## src/core/pix_pkg.sv

```systemverilog
// Constants, register map and types for the pixel shift and black-level stage.
// Function
// - Shift each pixel left by the factor.
// - Saturate to all ones of active format.
// - Factor resets to zero, zero passes through.
// - Factor one shifts one bit, two shifts two.
// - Vacated low bits are filled with zero.
// - Narrow formats shift 12 bits, keep top bits.
// - Wait selector picks frame or burst trigger.
// - Wait flag true while waiting, false when busy.
// - Black level added uniformly to every pixel.
// - Limits switch widens accepted parameter ranges.
package pix_pkg;
  localparam int PIX_W = 12;
  localparam int SHIFT_W = 3;
  localparam int SHARP_W = 6;
  localparam logic [11:0] MAX_8 = 12'h0FF;
  localparam logic [11:0] MAX_10 = 12'h3FF;
  localparam logic [11:0] MAX_12 = 12'hFFF;
  localparam logic [2:0] SHIFT_MAX_LIM = 3'h4;
  localparam logic [2:0] SHIFT_MAX_WIDE = 3'h7;
  localparam logic [5:0] SHARP_MAX_LIM = 6'h03;
  localparam logic [5:0] SHARP_MAX_WIDE = 6'h3F;
  localparam logic [11:0] OFS_CTRL = 12'h000;
  localparam logic [11:0] OFS_SHIFT = 12'h004;
  localparam logic [11:0] OFS_BLACK = 12'h008;
  localparam logic [11:0] OFS_SHARP = 12'h00C;
  localparam logic [11:0] OFS_STATUS = 12'h010;
  localparam int CTRL_FMT_LSB = 0;
  localparam int CTRL_WAIT_SEL = 2;
  localparam int CTRL_LIMITS_OFF = 3;
  localparam int STAT_FLAG = 0;
  localparam int STAT_FRAME = 1;
  localparam int STAT_BURST = 2;
  localparam logic [1:0] RESP_OK = 2'h0;
  localparam logic [1:0] RESP_SLVERR = 2'h2;
  typedef enum logic [1:0] {
    FMT_8 = 2'b00,
    FMT_10 = 2'b01,
    FMT_12 = 2'b10
  } pix_fmt_t;
  typedef enum logic {
    WAIT_FRAME = 1'b0,
    WAIT_BURST = 1'b1
  } wait_kind_t;
endpackage

```

## src/core/pix_shift_unit.sv

```systemverilog
// Saturating left shift and black-level offset of one pixel, combinational, no register.
`timescale 1ns/10ps
`default_nettype none
module pix_shift_unit
  import pix_pkg::*;
(
  input wire logic [pix_pkg::PIX_W-1:0] pix_in,
  input wire logic [pix_pkg::SHIFT_W-1:0] shift_in,
  input wire logic [pix_pkg::PIX_W-1:0] black_in,
  input wire pix_pkg::pix_fmt_t fmt_in,
  output logic [pix_pkg::PIX_W-1:0] pix_out
);
  function automatic logic [11:0] fmt_max(input pix_fmt_t f);
    if (f == FMT_8) begin
      fmt_max = MAX_8;
    end else if (f == FMT_10) begin
      fmt_max = MAX_10;
    end else begin
      fmt_max = MAX_12;
    end
  endfunction
  logic [PIX_W+7:0] wide;
  logic [PIX_W+7:0] sum;
  logic [PIX_W-1:0] full;
  always_comb begin
    // Shift at full depth with zero fill, then offset, then clamp.
    wide = {8'h00, pix_in} << shift_in;
    sum = wide + {8'h00, black_in};
    full = (sum > {8'h00, MAX_12}) ? MAX_12 : sum[PIX_W-1:0];
    if (fmt_in == FMT_12) begin
      pix_out = full;
    end else if (fmt_in == FMT_10) begin
      pix_out = {2'b00, full[11:2]};
    end else begin
      pix_out = {4'h0, full[11:4]};
    end
    if (pix_out > fmt_max(fmt_in)) begin
      pix_out = fmt_max(fmt_in);
    end
  end
endmodule
`default_nettype wire

```

## src/core/pix_skid.sv

```systemverilog
// Two-entry buffer with valid and ready on both sides.
`timescale 1ns/10ps
`default_nettype none
module pix_skid #(
  parameter int W = 13
) (
  input wire logic core_clk_in,
  input wire logic rst_in,
  input wire logic s_valid_in,
  output logic s_ready_out,
  input wire logic [W-1:0] s_data_in,
  output logic m_valid_out,
  input wire logic m_ready_in,
  output logic [W-1:0] m_data_out
);
  typedef struct packed {
    logic [1:0] cnt;
    logic [W-1:0] d0;
    logic [W-1:0] d1;
  } skid_t;
  skid_t st_r;
  skid_t st_nxt;
  logic push;
  logic pop;
  assign s_ready_out = (st_r.cnt != 2'h2);
  assign m_valid_out = (st_r.cnt != 2'h0);
  assign m_data_out = st_r.d0;
  assign push = s_valid_in && s_ready_out;
  assign pop = m_valid_out && m_ready_in;
  always_comb begin
    st_nxt = st_r;
    if (pop) begin
      st_nxt.d0 = st_r.d1;
    end
    if (push) begin
      if (st_r.cnt == 2'h0 || (st_r.cnt == 2'h1 && pop)) begin
        st_nxt.d0 = s_data_in;
      end else begin
        st_nxt.d1 = s_data_in;
      end
    end
    st_nxt.cnt = 2'(st_r.cnt + {1'b0, push} - {1'b0, pop});
  end
  always_ff @(posedge core_clk_in or posedge rst_in) begin
    if (rst_in) begin
      st_r <= '0;
    end else begin
      st_r <= st_nxt;
    end
  end
  skid_no_over_a: assert property (@(posedge core_clk_in) disable iff (rst_in)
    st_r.cnt <= 2'h2) else $error("buffer count overflow");
endmodule
`default_nettype wire

```

## src/core/pix_stage.sv

```systemverilog
// Pixel shift and black-level stage with its AXI4-Lite register slave.
`timescale 1ns/10ps
`default_nettype none
module pix_stage
  import pix_pkg::*;
(
  input wire logic core_clk_in,
  input wire logic rst_in,
  input wire logic [11:0] s_axi_awaddr,
  input wire logic s_axi_awvalid,
  output logic s_axi_awready,
  input wire logic [31:0] s_axi_wdata,
  input wire logic [3:0] s_axi_wstrb,
  input wire logic s_axi_wvalid,
  output logic s_axi_wready,
  output logic [1:0] s_axi_bresp,
  output logic s_axi_bvalid,
  input wire logic s_axi_bready,
  input wire logic [11:0] s_axi_araddr,
  input wire logic s_axi_arvalid,
  output logic s_axi_arready,
  output logic [31:0] s_axi_rdata,
  output logic [1:0] s_axi_rresp,
  output logic s_axi_rvalid,
  input wire logic s_axi_rready,
  input wire logic [pix_pkg::PIX_W-1:0] pix_data_in,
  input wire logic pix_valid_in,
  output logic pix_ready_out,
  output logic [pix_pkg::PIX_W-1:0] pix_data_out,
  output logic pix_valid_out,
  input wire logic pix_ready_in,
  input wire logic frame_trigger_waiting_in,
  input wire logic burst_trigger_waiting_in,
  output logic trigger_wait_flag_out,
  output logic [pix_pkg::SHARP_W-1:0] sharpness_out
);
  typedef struct packed {
    logic aw_have;
    logic [11:0] aw_addr;
    logic w_have;
    logic [31:0] w_data;
    logic [3:0] w_strb;
    logic bvalid;
    logic [1:0] bresp;
    logic rvalid;
    logic [1:0] rresp;
    logic [31:0] rdata;
    logic [1:0] fmt;
    logic wait_sel;
    logic limits_off;
    logic [SHIFT_W-1:0] shift;
    logic [PIX_W-1:0] black;
    logic [SHARP_W-1:0] sharp;
    logic pv;
    logic [PIX_W-1:0] pd;
    logic [2:0] fw_sync;
    logic [2:0] bw_sync;
    logic flag;
  } state_t;
  state_t st_r;
  state_t st_nxt;
  logic [PIX_W-1:0] shifted;
  logic stall;
  logic buf_ready;
  logic [PIX_W-1:0] buf_data;
  function automatic logic [31:0] merge(input logic [31:0] old,
                                        input logic [31:0] nw,
                                        input logic [3:0] strb);
    for (int i = 0; i < 4; i++) begin
      merge[i*8 +: 8] = strb[i] ? nw[i*8 +: 8] : old[i*8 +: 8];
    end
  endfunction
  function automatic logic [5:0] clamp6(input logic [5:0] v,
                                        input logic [5:0] lim);
    clamp6 = (v > lim) ? lim : v;
  endfunction
  pix_shift_unit u_shift (
    .pix_in(st_r.pd),
    .shift_in(st_r.shift),
    .black_in(st_r.black),
    .fmt_in(pix_fmt_t'(st_r.fmt)),
    .pix_out(shifted)
  );
  assign stall = st_r.pv && !buf_ready;
  assign pix_ready_out = !stall;
  pix_skid #(.W(PIX_W)) u_buf (
    .core_clk_in(core_clk_in),
    .rst_in(rst_in),
    .s_valid_in(st_r.pv),
    .s_ready_out(buf_ready),
    .s_data_in(shifted),
    .m_valid_out(pix_valid_out),
    .m_ready_in(pix_ready_in),
    .m_data_out(buf_data)
  );
  assign pix_data_out = buf_data;
  assign s_axi_awready = !st_r.aw_have;
  assign s_axi_wready = !st_r.w_have;
  assign s_axi_arready = !st_r.rvalid;
  assign s_axi_bvalid = st_r.bvalid;
  assign s_axi_bresp = st_r.bresp;
  assign s_axi_rvalid = st_r.rvalid;
  assign s_axi_rresp = st_r.rresp;
  assign s_axi_rdata = st_r.rdata;
  assign trigger_wait_flag_out = st_r.flag;
  assign sharpness_out = st_r.sharp;
  always_comb begin
    logic [31:0] m;
    logic [5:0] slim;
    logic [2:0] hlim;
    m = '0;
    st_nxt = st_r;
    slim = st_r.limits_off ? SHARP_MAX_WIDE : SHARP_MAX_LIM;
    hlim = st_r.limits_off ? SHIFT_MAX_WIDE : SHIFT_MAX_LIM;
    if (s_axi_awvalid && !st_r.aw_have) begin
      st_nxt.aw_have = 1'b1;
      st_nxt.aw_addr = s_axi_awaddr;
    end
    if (s_axi_wvalid && !st_r.w_have) begin
      st_nxt.w_have = 1'b1;
      st_nxt.w_data = s_axi_wdata;
      st_nxt.w_strb = s_axi_wstrb;
    end
    if (st_r.aw_have && st_r.w_have && !st_r.bvalid) begin
      st_nxt.aw_have = 1'b0;
      st_nxt.w_have = 1'b0;
      st_nxt.bvalid = 1'b1;
      st_nxt.bresp = RESP_OK;
      if (st_r.aw_addr == OFS_CTRL) begin
        m = merge({28'h0, st_r.limits_off, st_r.wait_sel, st_r.fmt},
                  st_r.w_data, st_r.w_strb);
        if (m[CTRL_FMT_LSB +: 2] != 2'b11) begin
          st_nxt.fmt = m[CTRL_FMT_LSB +: 2];
        end
        st_nxt.wait_sel = m[CTRL_WAIT_SEL];
        st_nxt.limits_off = m[CTRL_LIMITS_OFF];
      end else if (st_r.aw_addr == OFS_SHIFT) begin
        m = merge({29'h0, st_r.shift}, st_r.w_data, st_r.w_strb);
        if (m[2:0] <= hlim) begin
          st_nxt.shift = m[2:0];
        end
      end else if (st_r.aw_addr == OFS_BLACK) begin
        m = merge({20'h0, st_r.black}, st_r.w_data, st_r.w_strb);
        st_nxt.black = m[PIX_W-1:0];
      end else if (st_r.aw_addr == OFS_SHARP) begin
        m = merge({26'h0, st_r.sharp}, st_r.w_data, st_r.w_strb);
        st_nxt.sharp = clamp6(m[5:0], slim);
      end else if (st_r.aw_addr != OFS_STATUS) begin
        st_nxt.bresp = RESP_SLVERR;
      end
    end
    if (st_r.bvalid && s_axi_bready) begin
      st_nxt.bvalid = 1'b0;
    end
    if (s_axi_arvalid && !st_r.rvalid) begin
      st_nxt.rvalid = 1'b1;
      st_nxt.rresp = RESP_OK;
      if (s_axi_araddr == OFS_CTRL) begin
        st_nxt.rdata = {28'h0, st_r.limits_off, st_r.wait_sel, st_r.fmt};
      end else if (s_axi_araddr == OFS_SHIFT) begin
        st_nxt.rdata = {29'h0, st_r.shift};
      end else if (s_axi_araddr == OFS_BLACK) begin
        st_nxt.rdata = {20'h0, st_r.black};
      end else if (s_axi_araddr == OFS_SHARP) begin
        st_nxt.rdata = {26'h0, st_r.sharp};
      end else if (s_axi_araddr == OFS_STATUS) begin
        st_nxt.rdata = {29'h0, st_r.bw_sync[2], st_r.fw_sync[2], st_r.flag};
      end else begin
        st_nxt.rdata = '0;
        st_nxt.rresp = RESP_SLVERR;
      end
    end else if (st_r.rvalid && s_axi_rready) begin
      st_nxt.rvalid = 1'b0;
    end
    if (!stall) begin
      st_nxt.pv = pix_valid_in;
      st_nxt.pd = pix_data_in;
    end
    st_nxt.fw_sync = {st_r.fw_sync[1:0], frame_trigger_waiting_in};
    st_nxt.bw_sync = {st_r.bw_sync[1:0], burst_trigger_waiting_in};
    if (st_r.wait_sel == WAIT_BURST) begin
      if (st_r.bw_sync[1] == st_r.bw_sync[2]) begin
        st_nxt.flag = st_r.bw_sync[2];
      end
    end else if (st_r.fw_sync[1] == st_r.fw_sync[2]) begin
      st_nxt.flag = st_r.fw_sync[2];
    end
  end
  always_ff @(posedge core_clk_in or posedge rst_in) begin
    if (rst_in) begin
      st_r <= '0;
      st_r.fmt <= FMT_12;
    end else begin
      st_r <= st_nxt;
    end
  end
  sat_12bit_a: assert property (@(posedge core_clk_in) disable iff (rst_in)
    (st_r.fmt == FMT_12 && st_r.pv && st_r.black == 12'h000 &&
     ({8'h00, st_r.pd} << st_r.shift) > 20'h00FFF) |-> shifted == MAX_12)
    else $error("12-bit saturation missing");
  shift_exact_a: assert property (@(posedge core_clk_in) disable iff (rst_in)
    (st_r.fmt == FMT_12 && st_r.black == 12'h000 &&
     ({8'h00, st_r.pd} << st_r.shift) <= 20'h00FFF) |->
    shifted == 12'(st_r.pd << st_r.shift))
    else $error("shift result wrong");
  zero_pass_a: assert property (@(posedge core_clk_in) disable iff (rst_in)
    (st_r.shift == 3'h0 && st_r.black == 12'h000 && st_r.fmt == FMT_12)
    |-> shifted == st_r.pd) else $error("zero shift not a pass");
  low_zero_a: assert property (@(posedge core_clk_in) disable iff (rst_in)
    (st_r.fmt == FMT_12 && st_r.black == 12'h000 && st_r.shift == 3'h2 &&
     shifted != MAX_12) |-> shifted[1:0] == 2'b00)
    else $error("vacated bits not zero");
  narrow_top_a: assert property (@(posedge core_clk_in) disable iff (rst_in)
    (st_r.fmt == FMT_8) |-> shifted[11:8] == 4'h0)
    else $error("8-bit output too wide");
  wait_sel_a: assert property (@(posedge core_clk_in) disable iff (rst_in)
    (st_r.wait_sel == WAIT_BURST && $stable(st_r.wait_sel) &&
     st_r.bw_sync[2] == st_r.bw_sync[1]) |=> st_r.flag == $past(st_r.bw_sync[2]))
    else $error("flag ignores burst wait");
  black_add_a: assert property (@(posedge core_clk_in) disable iff (rst_in)
    (st_r.fmt == FMT_12 && st_r.shift == 3'h0 &&
     ({8'h00, st_r.pd} + {8'h00, st_r.black}) <= 20'h00FFF) |->
    shifted == 12'(st_r.pd + st_r.black)) else $error("offset wrong");
  sharp_lim_a: assert property (@(posedge core_clk_in) disable iff (rst_in)
    !st_r.limits_off |-> st_r.sharp <= SHARP_MAX_LIM)
    else $error("sharpness beyond limit");
  latency_a: assert property (@(posedge core_clk_in) disable iff (rst_in)
    (pix_valid_in && pix_ready_out) |=> st_r.pv)
    else $error("pixel lost in stage");
  cov_shift_c: cover property (@(posedge core_clk_in) st_r.pv && st_r.shift != 0);
  cov_sat_c: cover property (@(posedge core_clk_in) st_r.pv && shifted == MAX_12);
  cov_stall_c: cover property (@(posedge core_clk_in) stall);
  cov_flag_c: cover property (@(posedge core_clk_in) st_r.flag);
endmodule
`default_nettype wire

```

## config.mk

```make
export PLATFORM = sky130hd
export DESIGN_NAME = pix_stage
export DESIGN_NICKNAME = d
export VERILOG_FILES = /design/src/core/pix_pkg.sv /design/src/core/pix_shift_unit.sv /design/src/core/pix_skid.sv /design/src/core/pix_stage.sv
export SDC_FILE = /design/constraint.sdc
export NUM_CORES = 1
export LEC_CHECK = 0
export BUFFER_PORTS_ARGS = -buffer_cell sky130_fd_sc_hd__buf_4
export CAP_MARGIN = 20
export CORE_MARGIN = 5
export CORE_UTILIZATION = 60
export DETAILED_ROUTE_END_ITERATION = 7
export MAX_ROUTING_LAYER = met4
export PLACE_DENSITY = 0.86
export SYNTH_ARGS = -nofsm -noshare
export SYNTH_HDL_FRONTEND = slang
export SYNTH_SLANG_ARGS = --single-unit
```

## constraint.sdc

```tcl
create_clock -name core_clk_in -period 13.97 [get_ports core_clk_in]
set_input_delay 1.397 -clock core_clk_in [delete_from_list [all_inputs] [get_ports core_clk_in]]
set_output_delay 1.397 -clock core_clk_in [all_outputs]
set_load 0.02 [all_outputs]
```

==> results of run 1 <==
placed cells by master (no fill, tap or decap), types with 3 or more instances in the layout:
cell type / n
o211ai_1: 16
a22oi_1: 3
clkinvlp_4: 4
buf_4: 102
mux2i_1: 24
nand3b_1: 4
xor2_1: 4
nor4_1: 4
xnor2_1: 4
o21ai_0: 58
nor2_1: 51
inv_6: 4
a21o_1: 14
nand4_1: 4
a21oi_1: 33
a211oi_1: 12
o31ai_1: 4
nand2_1: 79
nand2b_1: 5
or3_1: 3
nor3_1: 11
mux2_2: 68
and2_1: 7
clkinv_4: 3
a222oi_1: 3
and3_1: 12
nor2b_1: 9
ha_1: 24
a31oi_1: 10
a22o_1: 4
dfrtp_1: 114
o22a_1: 4
o21a_1: 7
nand3_1: 11
o22ai_1: 3
clkbuf_16: 17
inv_1: 26
conb_1: 22
layout make-up:
type                            instances  area (um^2)
Tap cell                              147          184
Fill cell                             875         3600
Sequential cell                       115         2880
Inverter                               29          111
Timing Repair Buffer                  104          798
Clock buffer                           19          443
Multi-Input combinational cell        558         3820
Clock inverter                         13          126
through the flow:
stage          std cells  setup WS, ns   util  instance area (um^2)
6_report             985          8.07  0.699                  8360
5_1_grt              985          7.71  0.699                  8360
4_1_cts              983          8.17  0.696                  8330
3_5_place_dp         951          8.24  0.649                  7760
3_3_place_gp         951          8.45  0.649                  7760
2_1_floorplan        786          9.10      -                  7350
routing by layer:
metal / vias to the layer above / GRT usage / part of all wire
li1: 2823 / - / -
met1: 2905 / 0.287 / 0.40
met2: 284 / 0.409 / 0.50
met3: 51 / 0.0683 / 0.075
met4: 0 / 0.115 / 0.033
met5: - / - / 0
critical path: stages (launching register included):
cell and delay [ns]:
dfrtp_1 1.03, mux2_2 0.43, o21ai_0 0.24, o21ai_0 0.16, ha_1 0.46, a21oi_1 0.12
a21boi_0 0.34, nand3b_1 0.20, a211oi_2 0.24, mux2i_1 0.25, and3_1 0.34, nand2b_1 0.16
a21oi_1 0.18, nor2_1 0.06, ha_1 0.29, a21oi_1 0.13, nor2b_1 0.06, o21ai_0 0.17
nand2b_1 0.14, nand2b_2 0.27, nand2b_1 0.22, mux2_2 0.28
state kept, by name (all words and copies together) (netlist names), 4 cells and up:
register	flops
st_r	62
u_buf.st_r	14
s_axi_rdata	12
u_buf.m_data_out	12
sharpness_out	6
st_nxt	4
final timing paths:
check,endpoint,slack [ns]
max in group asynchronous,st_r[44],12.08
min reg2reg,st_nxt[3],0.36
min,st_nxt[3],0.36
min in group asynchronous,u_buf.st_r[2],0.96
max reg2reg,u_buf.st_r[4],8.07
max,u_buf.st_r[4],8.07
cell families (layout without fill, tap and decap cells):
kind of cell	after synthesis	count (layout)
AND/OR/NAND/NOR	212	212
AO/OA/AOI/OAI	195	195
flip-flops	115	115
buffers and inverters	113	165
multiplexers	95	95
adder cells (fa/ha/maj)	26	26
XOR/XNOR	8	8
other	1	22
synth_stat cells (all sizes together) (11+ instances only):
cell type,n,area (um^2)
o21ai,61,309
nor3,11,55.1
o211ai,16,120
clkbuf,20,75.1
nor2,51,191
buf,64,472
mux2,69,777
nand2,79,297
a211oi,13,103
inv,28,105
a21o,14,105
nand3,11,55.1
ha,24,300
mux2i,24,240
dfrtp,114,2850
and3,12,75.1
a21oi,33,165
power by group:
group	leakage (nW)	total, mW	internal [mW]	switching [mW]
clock	0.267	0.413	0.251	0.162
sequential	1.44	0.508	0.427	0.0807
combinational	2.11	0.471	0.214	0.256
==> results.toml, run 1 <==
[finish]
area_growth_pct = 14.9
final_nets = 933
drive_above_1_share = 0.258
n_antenna_cell = 0

[sta]
final-setup-viol-count = 0
rsz0062_at_grt = "false"
whs_ns = 0.355
slew_viol_final = 0
slew-limit-headroom = 0.304
period_minus_slack_ns = 5.90
timing.final.crit_share = 0.422
skew_ns = 0.00921
worst_pin_slew_ns = 1.04
setup-tns-final_ns = 0
hold_violations = 0
max_freq_mhz = 170

[floorplanning]
rows = 40
dieArea_um2 = 14400
core-area_um2 = 12000
die_y_um = 120
start_util = 0.608
ioPinCount = 145
die_w_um = 120

[min_path]
holdPathStages = 0
hp-class = "flip-flop to flip-flop"
hold_start = "st_nxt[2]"

[route]
drt_pass1_iterations = 8
drt_iter0_drc = 537
route.detailed.drc = 0
antenna_left = 0
wl_mm = 17.2
vias = 6063
routedWlPerCell_um = 17.5
via_per_inst = 6.16

[clock_tree]
cts_hold_buf = 0
cts_resized = 0
root_buffer = "clkbuf_16"
path_clk_slew_ns = 0.06
postCtsSetupBuffers = 0
h-tree-depth = 4
cts_tree = "yes"
cts_buffers = 17
cts.path.max_buffers = 2
cts.sinks = 115
clkLatencyLatePin_ns = 0.43

[critical_path]
crit_start = "st_r[39]"
crit_type = "flip-flop to flip-flop"
required_ns = 14.28
timing.rr.start = "st_r[39]"
cp.arrival_ns = 6.20
cp-end-kind = "flip-flop"
critPathMaxFanout = 29
start_kind = "flip-flop"
reg2reg_depth = 21

[yosys]
syn_inst = 765
ys_seq_area_frac = 0.396
yosys.area_share.adder = 0.0454
ys_types = 76
synth_edf_count = 0
synth_xor_area_frac = 0.00963
async_flop_share = 1.00
synthSimpleGateAreaFrac = 0.138
synth.area.mux_share = 0.146
ys_seq_elements = 115
synth_top_family_by_area = "compound AO/OA/AOI/OAI gates"
synth_compound_area_frac = 0.175
yosys_warnings = 0
synth_ff_type = "dfrtp_1"
synth.avg_cell_area_um2 = 9.51
netlist_area_um2 = 7270

[global_route]
grt_antenna_before_repair = 0
gr-total-overflow = 0
gr-usage-all-layers = 0.250
grt_pass1_vias = 5892
grt_max_degree = 84
grt_pass1_wl_mm = 28.3

[place]
hpwl_mm = 12.7
gp_congestion = 0.862
place.port_buffers = 100

[pwr]
power_density_nw_per_um2 = 166
peakVddDrop_uv = 132
finalPower_mw = 1.39
leakagePower_nw = 3.82

[status]
status = "finished clean"

[flow_run]
cap_violations = 0
(Power assumes the default switching activity.)
==> run 2, diff against run 1 <==
Settings changed: CORE_UTILIZATION 60 to 56, PLACE_DENSITY 0.86 to 0.81.
Clock period 13.97 ns to 5.98 ns, I/O delays scaled along.
==> results.toml, run 2 (synthesis results as in run 1) <==
[sta]
slew_viol_final = 0
slew-limit-headroom = 0.324
rsz0062_at_grt = "false"
final-setup-viol-count = 0
timing.final.crit_share = 0.915
skew_ns = 0.0115
max_freq_mhz = 183
worst_pin_slew_ns = 1.01
setup-tns-final_ns = 0
hold_violations = 0
period_minus_slack_ns = 5.47

[finish]
final_cell_mix = "dfrtp_1, buf_4, nand2_1"
area_growth_pct = 15.6
n_antenna_cell = 0
final_core_util = 0.664
final_nets = 935
drive_above_1_share = 0.257
top_regs = "st_r (62), u_buf.st_r (14)"
layout_commonest_cell = "dfrtp_1"
largest_reg_flops = 62
regMostFlops = "st_r"

[route]
drt_iter0_drc = 520
routed.top_layer = "met4"
via_per_inst = 5.76
drt_pass1_iterations = 5
wl_mm = 16.5
wl_met1_mm = 7.29
vias = 5831
met3_length_mm = 1.01
routedWlPerCell_um = 16.3
dr_wl_met2_mm = 7.92
antenna_left = 0
route.detailed.drc = 0

[flow_run]
cap_violations = 0

[clock_tree]
postCtsSetupBuffers = 0
cts.path.max_buffers = 2
cts_buffers = 17
clkLatencyLatePin_ns = 0.41
h-tree-depth = 4
cts_tree = "yes"
cts_resized = 0
path_clk_slew_ns = 0.06
root_buffer = "clkbuf_16"
cts.sinks = 115
cts_hold_buf = 0

[critical_path]
path_buf_inv = 1
cp_common_cell = "nand2b_1"
start_kind = "flip-flop"
critPathMaxFanout = 18
crit_family = "simple AND/OR/NAND/NOR gates"
crit_type = "flip-flop to flip-flop"
crit_path_top_delay_cell = "dfrtp_1"
crit_path_max_incr_delay_ns = 0.69
required_ns = 6.28
cp.arrival_ns = 5.77
path_cells = "buf_12 -> mux2_1 -> mux2i_1 -> o21ai_0 -> ha_1 -> and3_1 -> nand2_1 -> nand3b_1 -> a211oi_2 -> mux2i_1 -> and3_1 -> nand2b_1 -> a21oi_1 -> nor2_1 -> ha_1 -> a21oi_1 -> nor2b_1 -> o21ai_0 -> nand2b_1 -> nand2b_2 -> nand2b_1 -> mux2_2"
cp-end-kind = "flip-flop"

[floorplanning]
rows = 41
ioPinCount = 145
start_util = 0.574
die_w_um = 124
die_y_um = 124
dieArea_um2 = 15400
core-area_um2 = 12700

[global_route]
grt_max_degree = 81
grt_antenna_before_repair = 0
gr-total-overflow = 0
grt_pass1_wl_mm = 27.3
gr-usage-all-layers = 0.231
grt_pass1_vias = 5589

[place]
gp_congestion = 0.864
place.port_buffers = 100
hpwl_mm = 12.3

[pwr]
power_density_nw_per_um2 = 387
leakagePower_nw = 3.83
peakVddDrop_uv = 291

[status]
status = "finished clean"

[min_path]
hp-class = "input port to async pin"
[run 2: cell types whose count changed in the layout (fill, tap and decap cells not counted), sizes merged]
cell | previous run | this run
buf | 103 | 105
clkbuf | 20 | 22
clkinvlp | 4 | 2
inv | 32 | 30
bufinv | 1 | 2
clkinv | 5 | 6
[run 2: per-layer routing]
metal	track usage	vias up
met5	-	-
met4	0.0849	0
met3	0.0431	21
met2	0.360	206
met1	0.304	2781
li1	-	2823
[run 2: final timing paths]
kind | slack [ns] | from | cells past startpoint | end
hold / removal | 0.19 | rst_in | 2 | s_axi_rdata[3]
setup / recovery | 0.51 | st_r[39] | 22 | u_buf.st_r[4]
min in group core_clk_in | 0.30 | burst_trigger_waiting_in | 1 | st_nxt[2]
hold reg to reg | 0.35 | st_nxt[2] | 0 | st_nxt[3]
max in group asynchronous | 4.46 | rst_in | 3 | st_r[17]
setup reg to reg | 0.51 | st_r[39] | 22 | u_buf.st_r[4]
[run 2: layout make-up]
cell class | instances | area (um^2)
Fill cell | 972 | 4260
Multi-Input combinational cell | 558 | 3820
Sequential cell | 115 | 2880
Timing Repair Buffer | 106 | 808
Clock buffer | 21 | 450
Tap cell | 172 | 215
Clock inverter | 11 | 129
Inverter | 29 | 111
[run 2: worst register-to-register path: stages (launching register included)]
cell and delay (ns):
dfrtp_1 0.69, buf_12 0.23, mux2_1 0.35, mux2i_1 0.26
o21ai_0 0.13, ha_1 0.42, and3_1 0.25, nand2_1 0.10
nand3b_1 0.23, a211oi_2 0.24, mux2i_1 0.25, and3_1 0.33
nand2b_1 0.13, a21oi_1 0.16, nor2_1 0.06, ha_1 0.29
a21oi_1 0.13, nor2b_1 0.06, o21ai_0 0.17, nand2b_1 0.13
nand2b_2 0.26, nand2b_1 0.21, mux2_2 0.28
[run 2: where the power goes]
part	leakage [nW]	internal, mW	switching [mW]
registers	1.44	0.998	0.185
clock network	0.278	0.626	0.362
logic	2.12	0.498	0.586
[run 2: stage by stage]
stage / total power [mW] / hold slack, ns / worst slack [ns] / instances / cell area (um^2)
2_1_floorplan: 2.01 / 0.331 / 1.11 / 786 / 7350
3_3_place_gp: 2.20 / 0.341 / 0.724 / 979 / 7830
3_5_place_dp: 2.26 / 0.345 / 0.505 / 979 / 7830
4_1_cts: 3.27 / 0.198 / 0.490 / 1011 / 8400
5_1_grt: 3.47 / 0.230 / 0.0297 / 1012 / 8410
6_report: 3.26 / 0.190 / 0.506 / 1012 / 8410
